[src/orm_pkg.sv]
// Shared constants, types and functions of the OR, move and pointer-load unit.
package orm_pkg;

  // ==========================================================================
  // Register map, byte addresses on the bus
  // ==========================================================================
  localparam logic [7:0] OFS_CTRL   = 8'h00;
  localparam logic [7:0] OFS_INSTR  = 8'h04;
  localparam logic [7:0] OFS_STATUS = 8'h08;
  localparam logic [7:0] OFS_ACC    = 8'h0C;
  localparam logic [7:0] OFS_BANK   = 8'h10;
  localparam logic [7:0] OFS_PTR0   = 8'h14;
  localparam logic [7:0] OFS_PTR1   = 8'h18;
  localparam logic [7:0] OFS_PTR2   = 8'h1C;

  // Field positions.
  localparam int CTRL_EXT_BIT   = 0;
  localparam int STAT_BUSY_BIT  = 0;
  localparam int STAT_WAIT_BIT  = 1;
  localparam int STAT_ZERO_BIT  = 2;
  localparam int STAT_SIGN_BIT  = 3;

  // Values after reset.
  localparam logic [7:0] ACC_RST  = 8'h00;
  localparam logic [3:0] BANK_RST = 4'h0;
  localparam logic [3:0] PHI_RST  = 4'h0;
  localparam logic [7:0] PLO_RST  = 8'h00;

  // ==========================================================================
  // Opcode patterns and addressing constants
  // ==========================================================================
  localparam logic [7:0] OPC_OR_LIT   = 8'h09;
  localparam logic [5:0] OPC_OR_FILE  = 6'h04;
  localparam logic [5:0] OPC_MOVE     = 6'h14;
  localparam logic [7:0] OPC_LDP_W1   = 8'hEE;
  localparam logic [1:0] OPC_LDP_PAD  = 2'h0;
  localparam logic [7:0] OPC_LDP_W2   = 8'hF0;
  localparam logic [7:0] ACCESS_SPLIT = 8'h5F;
  localparam logic [3:0] ACCESS_HIGH  = 4'hF;
  localparam logic [1:0] PTR_LAST     = 2'h2;

  // ==========================================================================
  // Types
  // ==========================================================================
  typedef enum logic [2:0] {
    S_IDLE = 3'h0,
    S_Q1   = 3'h1,
    S_Q2   = 3'h3,
    S_Q3   = 3'h2,
    S_Q4   = 3'h6,
    S_WAIT = 3'h7
  } orm_state_t;

  typedef enum logic [2:0] {
    OP_NONE = 3'h0,
    OP_IORL = 3'h1,
    OP_IORF = 3'h2,
    OP_MOVE = 3'h3,
    OP_LDP  = 3'h4
  } orm_op_t;

  typedef struct packed {
    orm_op_t    op;
    logic       dest;
    logic       bank_sel;
    logic [7:0] faddr;
    logic [1:0] pidx;
    logic [3:0] khi;
  } orm_dec_t;

  typedef struct packed {
    logic        rd;
    logic        wr;
    logic [11:0] addr;
    logic [7:0]  wdata;
  } orm_mem_t;

  // ==========================================================================
  // Functions
  // ==========================================================================
  // Returns {sign, all_clear} for an eight-bit result.
  function automatic logic [1:0] orm_flags(input logic [7:0] r);
    orm_flags = {r[7], (r == 8'h00)};
  endfunction : orm_flags

  function automatic orm_dec_t orm_decode(input logic [15:0] w);
    orm_dec_t d;
    d.op       = OP_NONE;
    d.dest     = w[9];
    d.bank_sel = w[8];
    d.faddr    = w[7:0];
    d.pidx     = w[5:4];
    d.khi      = w[3:0];
    if (w[15:8] == OPC_OR_LIT) begin
      d.op = OP_IORL;
    end else if (w[15:10] == OPC_OR_FILE) begin
      d.op = OP_IORF;
    end else if (w[15:10] == OPC_MOVE) begin
      d.op = OP_MOVE;
    end else if (w[15:8] == OPC_LDP_W1 && w[7:6] == OPC_LDP_PAD) begin
      d.op = OP_LDP;
    end
    orm_decode = d;
  endfunction : orm_decode

endpackage : orm_pkg
[src/orm_core.sv]
// Bus-attached unit for literal OR, file OR, file move and pointer load.
`timescale 1ns/10ps

module orm_core
  import orm_pkg::*;
(
  input  wire logic        i_clk_sys,
  input  wire logic        i_rst_n,
  input  wire logic        i_hsel,
  input  wire logic [31:0] i_haddr,
  input  wire logic [1:0]  i_htrans,
  input  wire logic        i_hwrite,
  input  wire logic [2:0]  i_hsize,
  input  wire logic [31:0] i_hwdata,
  input  wire logic        i_hready,
  output logic      [31:0] o_hrdata,
  output logic             o_hreadyout,
  output logic             o_hresp,
  output orm_mem_t         o_mem,
  input  wire logic [7:0]  i_mem_rdata
);

  // ==========================================================================
  // Declarations
  // ==========================================================================
  orm_state_t  state_reg;
  orm_dec_t    dec_reg;
  logic        second_reg;
  logic        lo_ok_reg;
  logic [7:0]  lo_reg;
  logic [7:0]  acc_reg;
  logic [3:0]  bank_reg;
  logic        ext_reg;
  logic        sign_reg;
  logic        zero_reg;
  logic [7:0]  result_reg;
  logic [3:0]  phi_reg [3];
  logic [7:0]  plo_reg [3];
  logic        dp_valid_reg;
  logic        dp_write_reg;
  logic        dp_hit_reg;
  logic [7:0]  dp_addr_reg;
  logic        busy;
  logic        stall;
  logic        wr_en;
  logic        go;
  logic        file_op;
  logic        flag_op;
  logic [11:0] ex_addr;
  logic [7:0]  ex_result;
  logic [1:0]  ex_flags;
  logic [11:0] ptr2;

  assign ptr2    = {phi_reg[2], plo_reg[2]};
  assign file_op = (dec_reg.op == OP_IORF) || (dec_reg.op == OP_MOVE);
  assign flag_op = file_op || (dec_reg.op == OP_IORL);

  orm_exec u_exec (
    .i_dec    (dec_reg),
    .i_acc    (acc_reg),
    .i_bank   (bank_reg),
    .i_ptr2   (ptr2),
    .i_ext_en (ext_reg),
    .i_rdata  (i_mem_rdata),
    .o_addr   (ex_addr),
    .o_result (ex_result),
    .o_flags  (ex_flags)
  );

  // ==========================================================================
  // Bus slave
  // ==========================================================================
  // Address phase is held until the data phase completes; a stalled write
  // keeps hready low, so the capture below holds as well.
  always_ff @(posedge i_clk_sys) begin
    if (!i_rst_n) begin
      dp_valid_reg <= 1'b0;
      dp_write_reg <= 1'b0;
      dp_hit_reg   <= 1'b0;
      dp_addr_reg  <= 8'h00;
    end else if (i_hready) begin
      dp_valid_reg <= i_hsel && i_htrans[1];
      dp_write_reg <= i_hwrite;
      dp_hit_reg   <= (i_haddr[31:8] == 24'h000000);
      dp_addr_reg  <= i_haddr[7:0];
    end
  end

  // Writes wait while an opcode is in its four phases, so software can never
  // race the unit on the accumulator, bank or pointers.
  assign busy        = (state_reg != S_IDLE) && (state_reg != S_WAIT);
  assign stall       = dp_valid_reg && dp_write_reg && busy;
  assign o_hreadyout = !stall;
  assign o_hresp     = 1'b0;
  assign wr_en       = dp_valid_reg && dp_write_reg && dp_hit_reg && !stall;
  assign go          = wr_en && (dp_addr_reg == OFS_INSTR);

  // Read data muxes the registers themselves; unmapped words read zero.
  always_comb begin
    o_hrdata = 32'h00000000;
    if (dp_valid_reg && !dp_write_reg && dp_hit_reg) begin
      unique case (dp_addr_reg)
        OFS_CTRL:   o_hrdata[CTRL_EXT_BIT] = ext_reg;
        OFS_STATUS: begin
          o_hrdata[STAT_BUSY_BIT] = busy;
          o_hrdata[STAT_WAIT_BIT] = (state_reg == S_WAIT);
          o_hrdata[STAT_ZERO_BIT] = zero_reg;
          o_hrdata[STAT_SIGN_BIT] = sign_reg;
        end
        OFS_ACC:    o_hrdata[7:0]  = acc_reg;
        OFS_BANK:   o_hrdata[3:0]  = bank_reg;
        OFS_PTR0:   o_hrdata[11:0] = {phi_reg[0], plo_reg[0]};
        OFS_PTR1:   o_hrdata[11:0] = {phi_reg[1], plo_reg[1]};
        OFS_PTR2:   o_hrdata[11:0] = ptr2;
        default:    o_hrdata = 32'h00000000;
      endcase
    end
  end

  // Configuration: extended set enable and bank selector.
  always_ff @(posedge i_clk_sys) begin
    if (!i_rst_n) begin
      ext_reg  <= 1'b0;
      bank_reg <= BANK_RST;
    end else if (wr_en && dp_addr_reg == OFS_CTRL) begin
      ext_reg <= i_hwdata[CTRL_EXT_BIT];
    end else if (wr_en && dp_addr_reg == OFS_BANK) begin
      bank_reg <= i_hwdata[3:0];
    end
  end

  // ==========================================================================
  // Phase sequencer
  // ==========================================================================
  // Four phases per word.
  always_ff @(posedge i_clk_sys) begin
    if (!i_rst_n) begin
      state_reg <= S_IDLE;
    end else begin
      unique case (state_reg)
        S_IDLE:  if (go) state_reg <= S_Q1;
        S_WAIT:  if (go) state_reg <= S_Q1;
        S_Q1:    state_reg <= S_Q2;
        S_Q2:    state_reg <= S_Q3;
        S_Q3:    state_reg <= S_Q4;
        S_Q4:    state_reg <= (dec_reg.op == OP_LDP && !second_reg) ?
                              S_WAIT : S_IDLE;
        default: state_reg <= S_IDLE;
      endcase
    end
  end

  // Instruction capture; the second word of a pointer load keeps the first
  // word's decode and only brings the low byte.
  always_ff @(posedge i_clk_sys) begin
    if (!i_rst_n) begin
      dec_reg    <= '0;
      second_reg <= 1'b0;
      lo_ok_reg  <= 1'b0;
      lo_reg     <= 8'h00;
    end else if (go && state_reg == S_IDLE) begin
      dec_reg    <= orm_decode(i_hwdata[15:0]);
      second_reg <= 1'b0;
    end else if (go && state_reg == S_WAIT) begin
      second_reg <= 1'b1;
      lo_ok_reg  <= (i_hwdata[15:8] == OPC_LDP_W2);
      lo_reg     <= i_hwdata[7:0];
    end
  end

  // ==========================================================================
  // Operand read and write-back to file memory
  // ==========================================================================
  // Read strobe is visible in the read phase, data returns one cycle later;
  // the write strobe is visible in the write phase.
  always_ff @(posedge i_clk_sys) begin
    if (!i_rst_n) begin
      o_mem <= '0;
    end else begin
      o_mem.rd <= (state_reg == S_Q1) && file_op;
      o_mem.wr <= 1'b0;
      if (state_reg == S_Q1) begin
        o_mem.addr <= ex_addr;
      end
      if (state_reg == S_Q3 && file_op && dec_reg.dest) begin
        o_mem.wr    <= 1'b1;
        o_mem.wdata <= ex_result;
      end
    end
  end

  // Result latched at the end of processing.
  always_ff @(posedge i_clk_sys) begin
    if (!i_rst_n) begin
      result_reg <= 8'h00;
    end else if (state_reg == S_Q3) begin
      result_reg <= ex_result;
    end
  end

  // ==========================================================================
  // Accumulator and flags
  // ==========================================================================
  always_ff @(posedge i_clk_sys) begin
    if (!i_rst_n) begin
      acc_reg <= ACC_RST;
    end else if (state_reg == S_Q4 && (dec_reg.op == OP_IORL ||
                 (file_op && !dec_reg.dest))) begin
      acc_reg <= result_reg;
    end else if (wr_en && dp_addr_reg == OFS_ACC) begin
      acc_reg <= i_hwdata[7:0];
    end
  end

  always_ff @(posedge i_clk_sys) begin
    if (!i_rst_n) begin
      sign_reg <= 1'b0;
      zero_reg <= 1'b0;
    end else if (state_reg == S_Q4 && flag_op) begin
      {sign_reg, zero_reg} <= orm_flags(result_reg);
    end
  end

  // ==========================================================================
  // Indirect pointers
  // ==========================================================================
  // Operand picks the pointer.
  always_ff @(posedge i_clk_sys) begin
    if (!i_rst_n) begin
      for (int i = 0; i < 3; i++) begin
        phi_reg[i] <= PHI_RST;
        plo_reg[i] <= PLO_RST;
      end
    end else if (state_reg == S_Q4 && dec_reg.op == OP_LDP &&
                 dec_reg.pidx <= PTR_LAST) begin
      if (!second_reg) begin
        phi_reg[dec_reg.pidx] <= dec_reg.khi;
      end else if (lo_ok_reg) begin
        plo_reg[dec_reg.pidx] <= lo_reg;
      end
    end
  end
endmodule : orm_core

[src/orm_exec.sv]
// Operand addressing and result logic of the OR, move and pointer-load unit.
`timescale 1ns/10ps

module orm_exec
  import orm_pkg::*;
(
  input  wire orm_dec_t    i_dec,
  input  wire logic [7:0]  i_acc,
  input  wire logic [3:0]  i_bank,
  input  wire logic [11:0] i_ptr2,
  input  wire logic        i_ext_en,
  input  wire logic [7:0]  i_rdata,
  output logic      [11:0] o_addr,
  output logic      [7:0]  o_result,
  output logic      [1:0]  o_flags
);

  // ==========================================================================
  // Address resolution
  // ==========================================================================
  // The bank selector wins when the origin bit is set; otherwise the low part
  // of the access bank may be remapped onto the third pointer's window.
  always_comb begin
    if (i_dec.bank_sel) begin
      o_addr = {i_bank, i_dec.faddr};
    end else if (i_ext_en && i_dec.faddr <= ACCESS_SPLIT) begin
      o_addr = i_ptr2 + {4'h0, i_dec.faddr};
    end else if (i_dec.faddr <= ACCESS_SPLIT) begin
      o_addr = {4'h0, i_dec.faddr};
    end else begin
      o_addr = {ACCESS_HIGH, i_dec.faddr};
    end
  end

  // ==========================================================================
  // Result and flags
  // ==========================================================================
  // Read data is only meaningful in the processing phase of file opcodes.
  always_comb begin
    unique case (i_dec.op)
      OP_IORL: o_result = i_acc | i_dec.faddr;
      OP_IORF: o_result = i_acc | i_rdata;
      OP_MOVE: o_result = i_rdata;
      default: o_result = 8'h00;
    endcase
  end

  assign o_flags = orm_flags(o_result);

endmodule : orm_exec

[config.mk]
export PLATFORM = sky130hd
export DESIGN_NAME = orm_core
export DESIGN_NICKNAME = d
export VERILOG_FILES = /design/src/orm_pkg.sv /design/src/orm_core.sv /design/src/orm_exec.sv
export SDC_FILE = /design/constraint.sdc
export NUM_CORES = 1
export LEC_CHECK = 0
export ABC_CLOCK_PERIOD_IN_PS = 6300
export BUFFER_PORTS_ARGS = -buffer_cell sky130_fd_sc_hd__buf_4
export CAP_MARGIN = 25
export CORE_UTILIZATION = 59
export CTS_CLUSTER_SIZE = 10
export DETAILED_ROUTE_END_ITERATION = 16
export PLACE_DENSITY = 0.86
export REMOVE_ABC_BUFFERS = 1
export SYNTH_ARGS = -nofsm -noshare
export SYNTH_HDL_FRONTEND = slang
export SYNTH_SLANG_ARGS = --single-unit
export TNS_END_PERCENT = 20
[constraint.sdc]
create_clock -name i_clk_sys -period 6.3 [get_ports i_clk_sys]
set_input_delay 1.26 -clock i_clk_sys [delete_from_list [all_inputs] [get_ports i_clk_sys]]
set_output_delay 1.26 -clock i_clk_sys [all_outputs]
set_load 0.05 [all_outputs]
==> flow_summary.toml, run 1 <==
[logic_synthesis]
synth_area_leaders = "dfxtp_1, edfxtp_1, nor2_1"
syn_area_um2 = 6246
synth.distinct_cells = 75
yosys_warnings = 0
synth_top_area_share = 0.2628
synth_ff_type = "dfxtp_1"
synth_top_area_cell = "dfxtp_1"
yosysMostFrequentCell = "dfxtp_1"
synthArstFlopShare = 0
ys_top_cells_by_count = "dfxtp_1, nor2_1, nand2_1"
synth_edf_count = 36
ys_ff_latch = 118
yosysSeqAreaShare = 0.4359
synth.avg_cell_area_um2 = 8.987
syn_inst = 695

[critical_path]
critPathSlowestCell = "dfxtp_1"
rr_startpoint = "dec_reg[18]"
path_common_cell = "a21oi_1"
rr_endpoint = "plo_reg[1][3]"
critical_path_peak_fanout = 19
end_kind = "primary output"
reg2reg_depth = 5
r2r_slack_ns = 3.09
critPathLaunchType = "flop"
slowest_delay_ns = 0.80
worst-setup-path-type = "flop to primary output"
crit_required_ns = 5.04
crit_chain = "nor2b_1 > nand2_1 > o211ai_1 > a21oi_1 > a21oi_1 > buf_4"
worst-endpoint-arrival_ns = 2.96

[detailed_routing]
wl_mm = 17.71
final_antenna_net_count = 0
vias = 5840
first_iter_violations = 735
dr.pass1.iters = 8
wl_per_cell_um = 19.19
drc = 0
via_per_inst = 6.327

[sta]
worst_slew_pin_slew_ns = 1.061
fin_worst_skew_ns = 0.008720
rsz0062_at_grt = "false"
finalSetupTns_ns = 0
fmax_mhz = 236.8
final_max_slew_viol_count = 0
post-route-min-period_ns = 4.222
slew_headroom = 0.2919
hold_viol = 0
post-route-period-util = 0.6702
setup_viol = 0
setup_slack_ns = 2.078

[place]
place_area_um2 = 6895
place_congestion = 0.8811
portBuffers = 96
dpl.hpwl_mm = 11.76
dp_slack_ns = 2.719

[global_route]
met1_usage = 0.4181
grt_first_pass_wirelength_mm = 28.09
grt_overflow = 0
antenna_found_initial = 0
grt.met3_usage = 0.06238
grt_max_degree = 56
grt_pass1_vias = 5522
grt_util_met2 = 0.5369
grt.busiest_layer = "met2"
grt_util_all_layers = 0.3291

[clock_network]
htree_levels = 4
postCtsSetupRepairBufs = 0
cts_tree = "yes"
root_buffer = "clkbuf_8"
cts_sinks = 118
insertion_delay_ns = 0.53
cts_buffer_depth = 2
cts_resized = 0
cts.clk_slew.worst_paths_ns = 0.06
hold_buffers = 0
numCtsBuffers = 17

[floorplan]
die-area_um2 = 11000
initial_core_util = 0.6077
core-area_um2 = 10280
die_y_um = 104.9
die_w_um = 104.9
io_pins = 138
rows = 37

[finish]
largest_reg_flops = 24
multi_input_area_um2 = 3184
drive_above_1_share = 0.2008
fin_nets = 865
regArea_um2 = 2723
antennaDiodeCount = 0
postLayoutCellArea_um2 = 7482
syn2layout_area_growth_pct = 19.79
nFillCells = 733

[flow_run]
maxCapViolations = 0

[worst_hold_path]
hold_class = "flop to flop"
min_path_cells = 2
worstHoldStart = "o_mem[9]"
min_to = "o_mem[9]"

[power_and_ir_drop]
p_leak_uw = 0.002922
power_density_nw_per_um2 = 251.7
peakVddDrop_mv = 0.2212

[status]
status = "finished clean"
[cell families after synthesis]
| family | share of synthesized area |
|---|---|
| other | 0.0006004 |
| adders and majority gates | 0.01923 |
| muxes | 0.05749 |
| AOI/OAI and AO/OA | 0.1615 |
| xor gates and xnor gates | 0.005610 |
| buffers and inverters | 0.06631 |
| DFF | 0.4359 |
| and+or+nand+nor | 0.2534 |
[cell type report]
cell class	instances	share of cell area
Inverter	14	0.007023
Tap cell	136	0.02274
Sequential cell	118	0.3639
Clock buffer	26	0.06973
Clock inverter	6	0.008027
Timing Repair Buffer	103	0.1030
Multi-Input combinational cell	520	0.4256
[report_power, final]
group | internal (uW) | leakage [uW] | switching [uW]
Sequential | 796 | 0.00101 | 15.1
Clock | 604 | 0.000289 | 340
Combinational | 45.7 | 0.00162 | 81.9
[worst max-delay path by stage]
stage               depth (start not counted)     endpoint           start  slack (ns)
finish                                      6  o_hrdata[0]  dp_addr_reg[4]        2.08
global route                                6  o_hrdata[1]  dp_addr_reg[4]        1.88
CTS                                         6  o_hrdata[0]  dp_addr_reg[4]        2.16
detailed placement                          6  o_hrdata[1]  dp_addr_reg[4]        2.72
global placement                            6  o_hrdata[1]  dp_addr_reg[4]        2.79
floorplan                                   5  o_hrdata[0]  dp_addr_reg[2]        2.42
[critical path, delay by kind of cell, from the launching register on]
kind / cells / cell delay, ns
AO/OA/AOI/OAI: 3 / 0.49
buffers and inverters: 1 / 0.23
flip-flops: 1 / 0.80
AND/OR/NAND/NOR: 2 / 0.90
[metal layers]
metal | vias to the layer above | wire, um
met5 | - | 0
met4 | 0 | 696
met3 | 69 | 1490
met2 | 388 | 8514
met1 | 2739 | 7008
li1 | 2644 | -
[per-stage QoR]
stage | total power [uW] | hold slack [ns] | std cells | util
global placement | 944.6 | 0.4480 | 890 | 0.6709
global route | 1924 | 0.4984 | 923 | 0.7280
finish | 1883 | 0.4556 | 923 | 0.7280
floorplan | 891.3 | 0.4371 | 652 | -
detailed placement | 949.8 | 0.4489 | 890 | 0.6709
CTS | 1877 | 0.4568 | 922 | 0.7275
[cells in the final DEF (no fill, tap or decap), types with 3 or more instances in the layout]
cell,Yosys,layout
conb_1,1,21
mux2i_1,28,28
nor3_1,13,13
and2_1,33,33
o21ai_0,23,23
a22o_1,14,14
o21ai_2,3,3
inv_1,13,13
nand4_1,8,8
nor3b_1,3,3
ha_1,8,8
clkbuf_1,21,5
clkinv_2,0,3
nor3_2,4,4
a22oi_1,9,9
buf_4,22,102
clkbuf_16,0,19
nand3_1,43,43
nor2b_1,9,9
a21oi_1,47,47
a222oi_1,8,8
o211ai_1,3,3
nand3b_1,5,5
nor2_1,81,81
a211oi_1,10,10
nand3_2,3,3
nor4_1,9,9
nand2_1,56,56
mux2_2,7,7
edfxtp_1,36,36
dfxtp_1,82,82
o21ai_1,7,7
nand2b_1,11,11
No activity file was read; power rests on OpenSTA's default activity.
==> run 2, diff against run 1 <==
--- a/config.mk
+++ b/config.mk
@@ -5,13 +5,13 @@
 export SDC_FILE = /design/constraint.sdc
 export NUM_CORES = 1
 export LEC_CHECK = 0
-export ABC_CLOCK_PERIOD_IN_PS = 6300
+export ABC_CLOCK_PERIOD_IN_PS = 3400
 export BUFFER_PORTS_ARGS = -buffer_cell sky130_fd_sc_hd__buf_4
 export CAP_MARGIN = 25
-export CORE_UTILIZATION = 59
+export CORE_UTILIZATION = 49
 export CTS_CLUSTER_SIZE = 10
 export DETAILED_ROUTE_END_ITERATION = 16
-export PLACE_DENSITY = 0.86
+export PLACE_DENSITY = 0.76
 export REMOVE_ABC_BUFFERS = 1
 export SYNTH_ARGS = -nofsm -noshare
 export SYNTH_HDL_FRONTEND = slang
==> constraint.sdc (replaced) <==
create_clock -name i_clk_sys -period 3.4 [get_ports i_clk_sys]
set_input_delay 0.68 -clock i_clk_sys [delete_from_list [all_inputs] [get_ports i_clk_sys]]
set_output_delay 0.68 -clock i_clk_sys [all_outputs]
set_load 0.05 [all_outputs]
==> flow_summary.toml, run 2 (synthesis gave the netlist of run 1 again) <==
[status]
status = "finished clean"

[place]
dp_slack_ns = 0.6407
placedCellCount = 929
portBuffers = 96
place_congestion = 0.8663
dpl.hpwl_mm = 12.11

[detailed_routing]
final_antenna_net_count = 0
met1Wirelength_mm = 6.917
met2_length_mm = 8.086
dr_wl_met3_mm = 1.346
wl_per_cell_um = 17.38
drc = 0
vias = 5619
via_per_inst = 5.847
dr.pass1.iters = 5
first_iter_violations = 584
wl_mm = 16.71
dr.max_layer_used = "met4"

[clock_network]
cts_buffer_depth = 2
htree_levels = 4
postCtsSetupRepairBufs = 0
cts.clk_slew.worst_paths_ns = 0.05
insertion_delay_ns = 0.42
cts_sinks = 118
numCtsBuffers = 17
cts_tree = "yes"
hold_buffers = 0
root_buffer = "clkbuf_16"
cts_resized = 0

[global_route]
grt_max_degree = 42
grt_first_pass_wirelength_mm = 25.95
grt_overflow = 0
grt_pass1_vias = 5243
grt_util_all_layers = 0.2593
antenna_found_initial = 0

[floorplan]
die_y_um = 114.9
core-area_um2 = 12210
rows = 40
io_pins = 138
initial_core_util = 0.5115
die-area_um2 = 13200
die_w_um = 114.9

[finish]
regArea_um2 = 2723
multi_input_area_um2 = 3184
antennaDiodeCount = 0
stdcell_count = 961
layout_commonest_cell = "buf_4"
post-route-util = 0.6221
drive_above_1_share = 0.2081
largest_reg_flops = 24
nFillCells = 1014
fin_nets = 871
final_cell_mix = "buf_4, dfxtp_1, nor2_1, nand2_1, a21oi_1"
syn2layout_area_growth_pct = 21.63

[critical_path]
critPathLaunchType = "flop"
end_kind = "primary output"
critical_path_peak_fanout = 15
crit_required_ns = 2.72
worst-setup-path-type = "flop to primary output"
worst-endpoint-arrival_ns = 2.55

[sta]
rsz0062_at_grt = "false"
finalSetupTns_ns = 0
post-route-period-util = 0.9496
fin_worst_skew_ns = 0.01024
worst_slew_pin_slew_ns = 0.8219
fmax_mhz = 309.7
post-route-min-period_ns = 3.229
hold_viol = 0
setup_slack_ns = 0.1713
setup_viol = 0
final_max_slew_viol_count = 0
slew_headroom = 0.4449

[power_and_ir_drop]
power_uw = 3555
peakVddDrop_mv = 0.4043
p_leak_uw = 0.002962
power_density_nw_per_um2 = 467.9

[worst_hold_path]
hold_class = "flop to flop"

[flow_run]
maxCapViolations = 0
-- run 2: final timing paths --
kind | cells past startpoint | slack [ns] | from | end
worst max-delay path | 6 | 0.17 | dp_addr_reg[3] | o_hrdata[2]
worst min-delay path | 2 | 0.45 | o_mem[9] | o_mem[9]
worst max register to register | 8 | 0.63 | dec_reg[6] | o_mem[18]
worst min register to register | 2 | 0.45 | o_mem[9] | o_mem[9]
-- run 2: area by class of cell --
cell class,count,share of cell area
clock inverters,7,0.01202
flip-flops and latches,118,0.3584
clock buffers,25,0.06818
repair buffers,109,0.1077
inverters,14,0.006917
well taps,168,0.02767
multi-input cells,520,0.4191
-- run 2: per-layer routing --
metal | up-vias | global-route usage
li1 | 2648 | -
met1 | 2675 | 0.3256
met5 | - | 0
met2 | 261 | 0.4285
met3 | 35 | 0.05957
met4 | 0 | 0.1117
-- run 2: power by group --
group          switching (uW)  internal, uW  total, uW  leakage [uW]
registers                21.1          1480       1500       0.00101
logic                     155          87.9        243       0.00165
clock network             614          1200       1810      0.000298
-- run 2: stage by stage --
step	instance area, um^2	hold slack, ns
CTS	7597	0.4534
finish	7597	0.4523
detailed placement	6988	0.4469
global route	7597	0.4890
floorplan	5959	0.4371
global placement	6988	0.4480
-- run 2: critical path, stage by stage (launching register included) --
cell and delay (ns):
dfxtp_1 0.61, buf_4 0.27, nand2_1 0.07, nor3_1 0.57
a21oi_1 0.18, a21oi_1 0.20, buf_4 0.22
==> run 3, diff against run 2 <==
--- a/config.mk
+++ b/config.mk
@@ -7,7 +7,7 @@
 export LEC_CHECK = 0
 export ABC_CLOCK_PERIOD_IN_PS = 3400
 export BUFFER_PORTS_ARGS = -buffer_cell sky130_fd_sc_hd__buf_4
-export CAP_MARGIN = 25
+export CAP_MARGIN = 20
 export CORE_UTILIZATION = 49
 export CTS_CLUSTER_SIZE = 10
 export DETAILED_ROUTE_END_ITERATION = 16
@@ -15,5 +15,6 @@
 export REMOVE_ABC_BUFFERS = 1
 export SYNTH_ARGS = -nofsm -noshare
 export SYNTH_HDL_FRONTEND = slang
+export SYNTH_HIERARCHICAL = 1
 export SYNTH_SLANG_ARGS = --single-unit
 export TNS_END_PERCENT = 20
==> flow_summary.toml, run 3 <==
[status]
status = "finished clean"

[sta]
slew_headroom = 0.4151
rsz0062_at_grt = "false"
post-route-min-period_ns = 3.121
fin_worst_skew_ns = 0.009438
hold_ws_ns = 0.4507
fmax_mhz = 320.4
hold_viol = 0
setup_slack_ns = 0.2793
finalSetupTns_ns = 0
post-route-period-util = 0.9179
worst_slew_pin_slew_ns = 0.8735
setup_viol = 0
final_max_slew_viol_count = 0

[power_and_ir_drop]
peakVddDrop_mv = 0.3548
power_uw = 3798
p_leak_uw = 0.003019
power_density_nw_per_um2 = 495.8

[floorplan]
die-area_um2 = 13180
rows = 40
io_pins = 138
initial_core_util = 0.5105
die_w_um = 114.8
core-area_um2 = 12210
die_y_um = 114.8

[critical_path]
rr_endpoint = "o_mem[18]"
worst-setup-path-type = "flop to primary output"
rr_startpoint = "dec_reg[6]"
worst-endpoint-arrival_ns = 2.44
r2r_slack_ns = 0.99
critical_path_peak_fanout = 4
end_kind = "primary output"
reg2reg_depth = 10
crit_required_ns = 2.72
critPathLaunchType = "flop"

[global_route]
grt_overflow = 0
grt_pass1_vias = 5064
grt_first_pass_wirelength_mm = 25.58
grt_util_all_layers = 0.2562
grt_max_degree = 42
antenna_found_initial = 0

[worst_hold_path]
hold_class = "flop to flop"
min_path_cells = 2
worstHoldStart = "o_mem[12]"
min_to = "o_mem[12]"

[finish]
stdcell_count = 949
antennaDiodeCount = 0
final_cell_mix = "buf_4, dfxtp_1, nand2_1, mux2i_1"
fin_nets = 859
largest_reg_flops = 24
syn2layout_area_growth_pct = 22.90
drive_above_1_share = 0.2215
layout_commonest_cell = "buf_4"
nFillCells = 1055
regArea_um2 = 2724
multi_input_area_um2 = 3237

[detailed_routing]
final_antenna_net_count = 0
drc = 0
vias = 5245
first_iter_violations = 343
dr.pass1.iters = 5
wl_mm = 16.04
wl_per_cell_um = 16.90
via_per_inst = 5.527

[logic_synthesis]
synth.avg_cell_area_um2 = 9.262
syn_area_um2 = 6233
syn_inst = 673
yosys_warnings = 6

[clock_network]
numCtsBuffers = 17
cts_sinks = 118
insertion_delay_ns = 0.42
htree_levels = 4
cts.clk_slew.worst_paths_ns = 0.05
cts_buffer_depth = 2
hold_buffers = 0
cts_tree = "yes"
root_buffer = "clkbuf_16"

[place]
dpl.hpwl_mm = 11.94
place_congestion = 0.8711
dp_slack_ns = 0.4884
portBuffers = 96
placedCellCount = 916

[flow_run]
maxCapViolations = 0
## run 3: worst max path at each step
stage | start | endpoint | slack, ns
6_report | dp_addr_reg[7] | o_hrdata[6] | 0.28
4_1_cts | dp_addr_reg[2] | o_hrdata[8] | 0.04
3_3_place_gp | dp_addr_reg[2] | o_hrdata[10] | 0.69
3_5_place_dp | dp_addr_reg[2] | o_hrdata[8] | 0.49
5_1_grt | dp_addr_reg[7] | o_hrdata[10] | 0.11
2_1_floorplan | dp_addr_reg[3] | o_hrdata[8] | -1.01
## run 3: area by class of cell
| type | count | share of cell area |
|---|---|---|
| timing repair buffer | 111 | 0.1088 |
| sequential | 118 | 0.3555 |
| clock buffer | 21 | 0.06712 |
| clock inverter | 11 | 0.01372 |
| inverter | 10 | 0.004900 |
| tap | 168 | 0.02744 |
| multi-input combinational | 510 | 0.4225 |
## run 3: timing repair
item | CTS | global route
setup buffers | 0 | 0
setup endpoints to repair | 0 | 4
resized for setup | 0 | 3
## run 3: metrics by stage
stage,instance area [um^2],utilization
after floorplan,5979,-
after global placement,7025,0.5753
after detailed placement,7025,0.5753
after CTS,7645,0.6260
after global routing,7661,0.6274
final,7661,0.6274
## run 3: power breakdown
part           total (uW)  switching [uW]  leakage [uW]  internal (uW)
logic                 430             270       0.00168            161
registers            1540            57.4       0.00103           1480
clock network        1830             665      0.000302           1160
## run 3: layer usage
metal,GRT usage,up-vias,share of wire
met5,0,-,0
met4,0.09870,0,0.027
met3,0.07802,33,0.065
met2,0.4291,176,0.48
met1,0.3104,2452,0.43
li1,-,2584,-
## run 3: critical path, cell delays in order (launching register included)
cell and delay, ns:
dfxtp_1 0.36, or3_1 0.44, or4_4 0.54, a21o_1 0.22, a21oi_1 0.22, buf_4 0.24
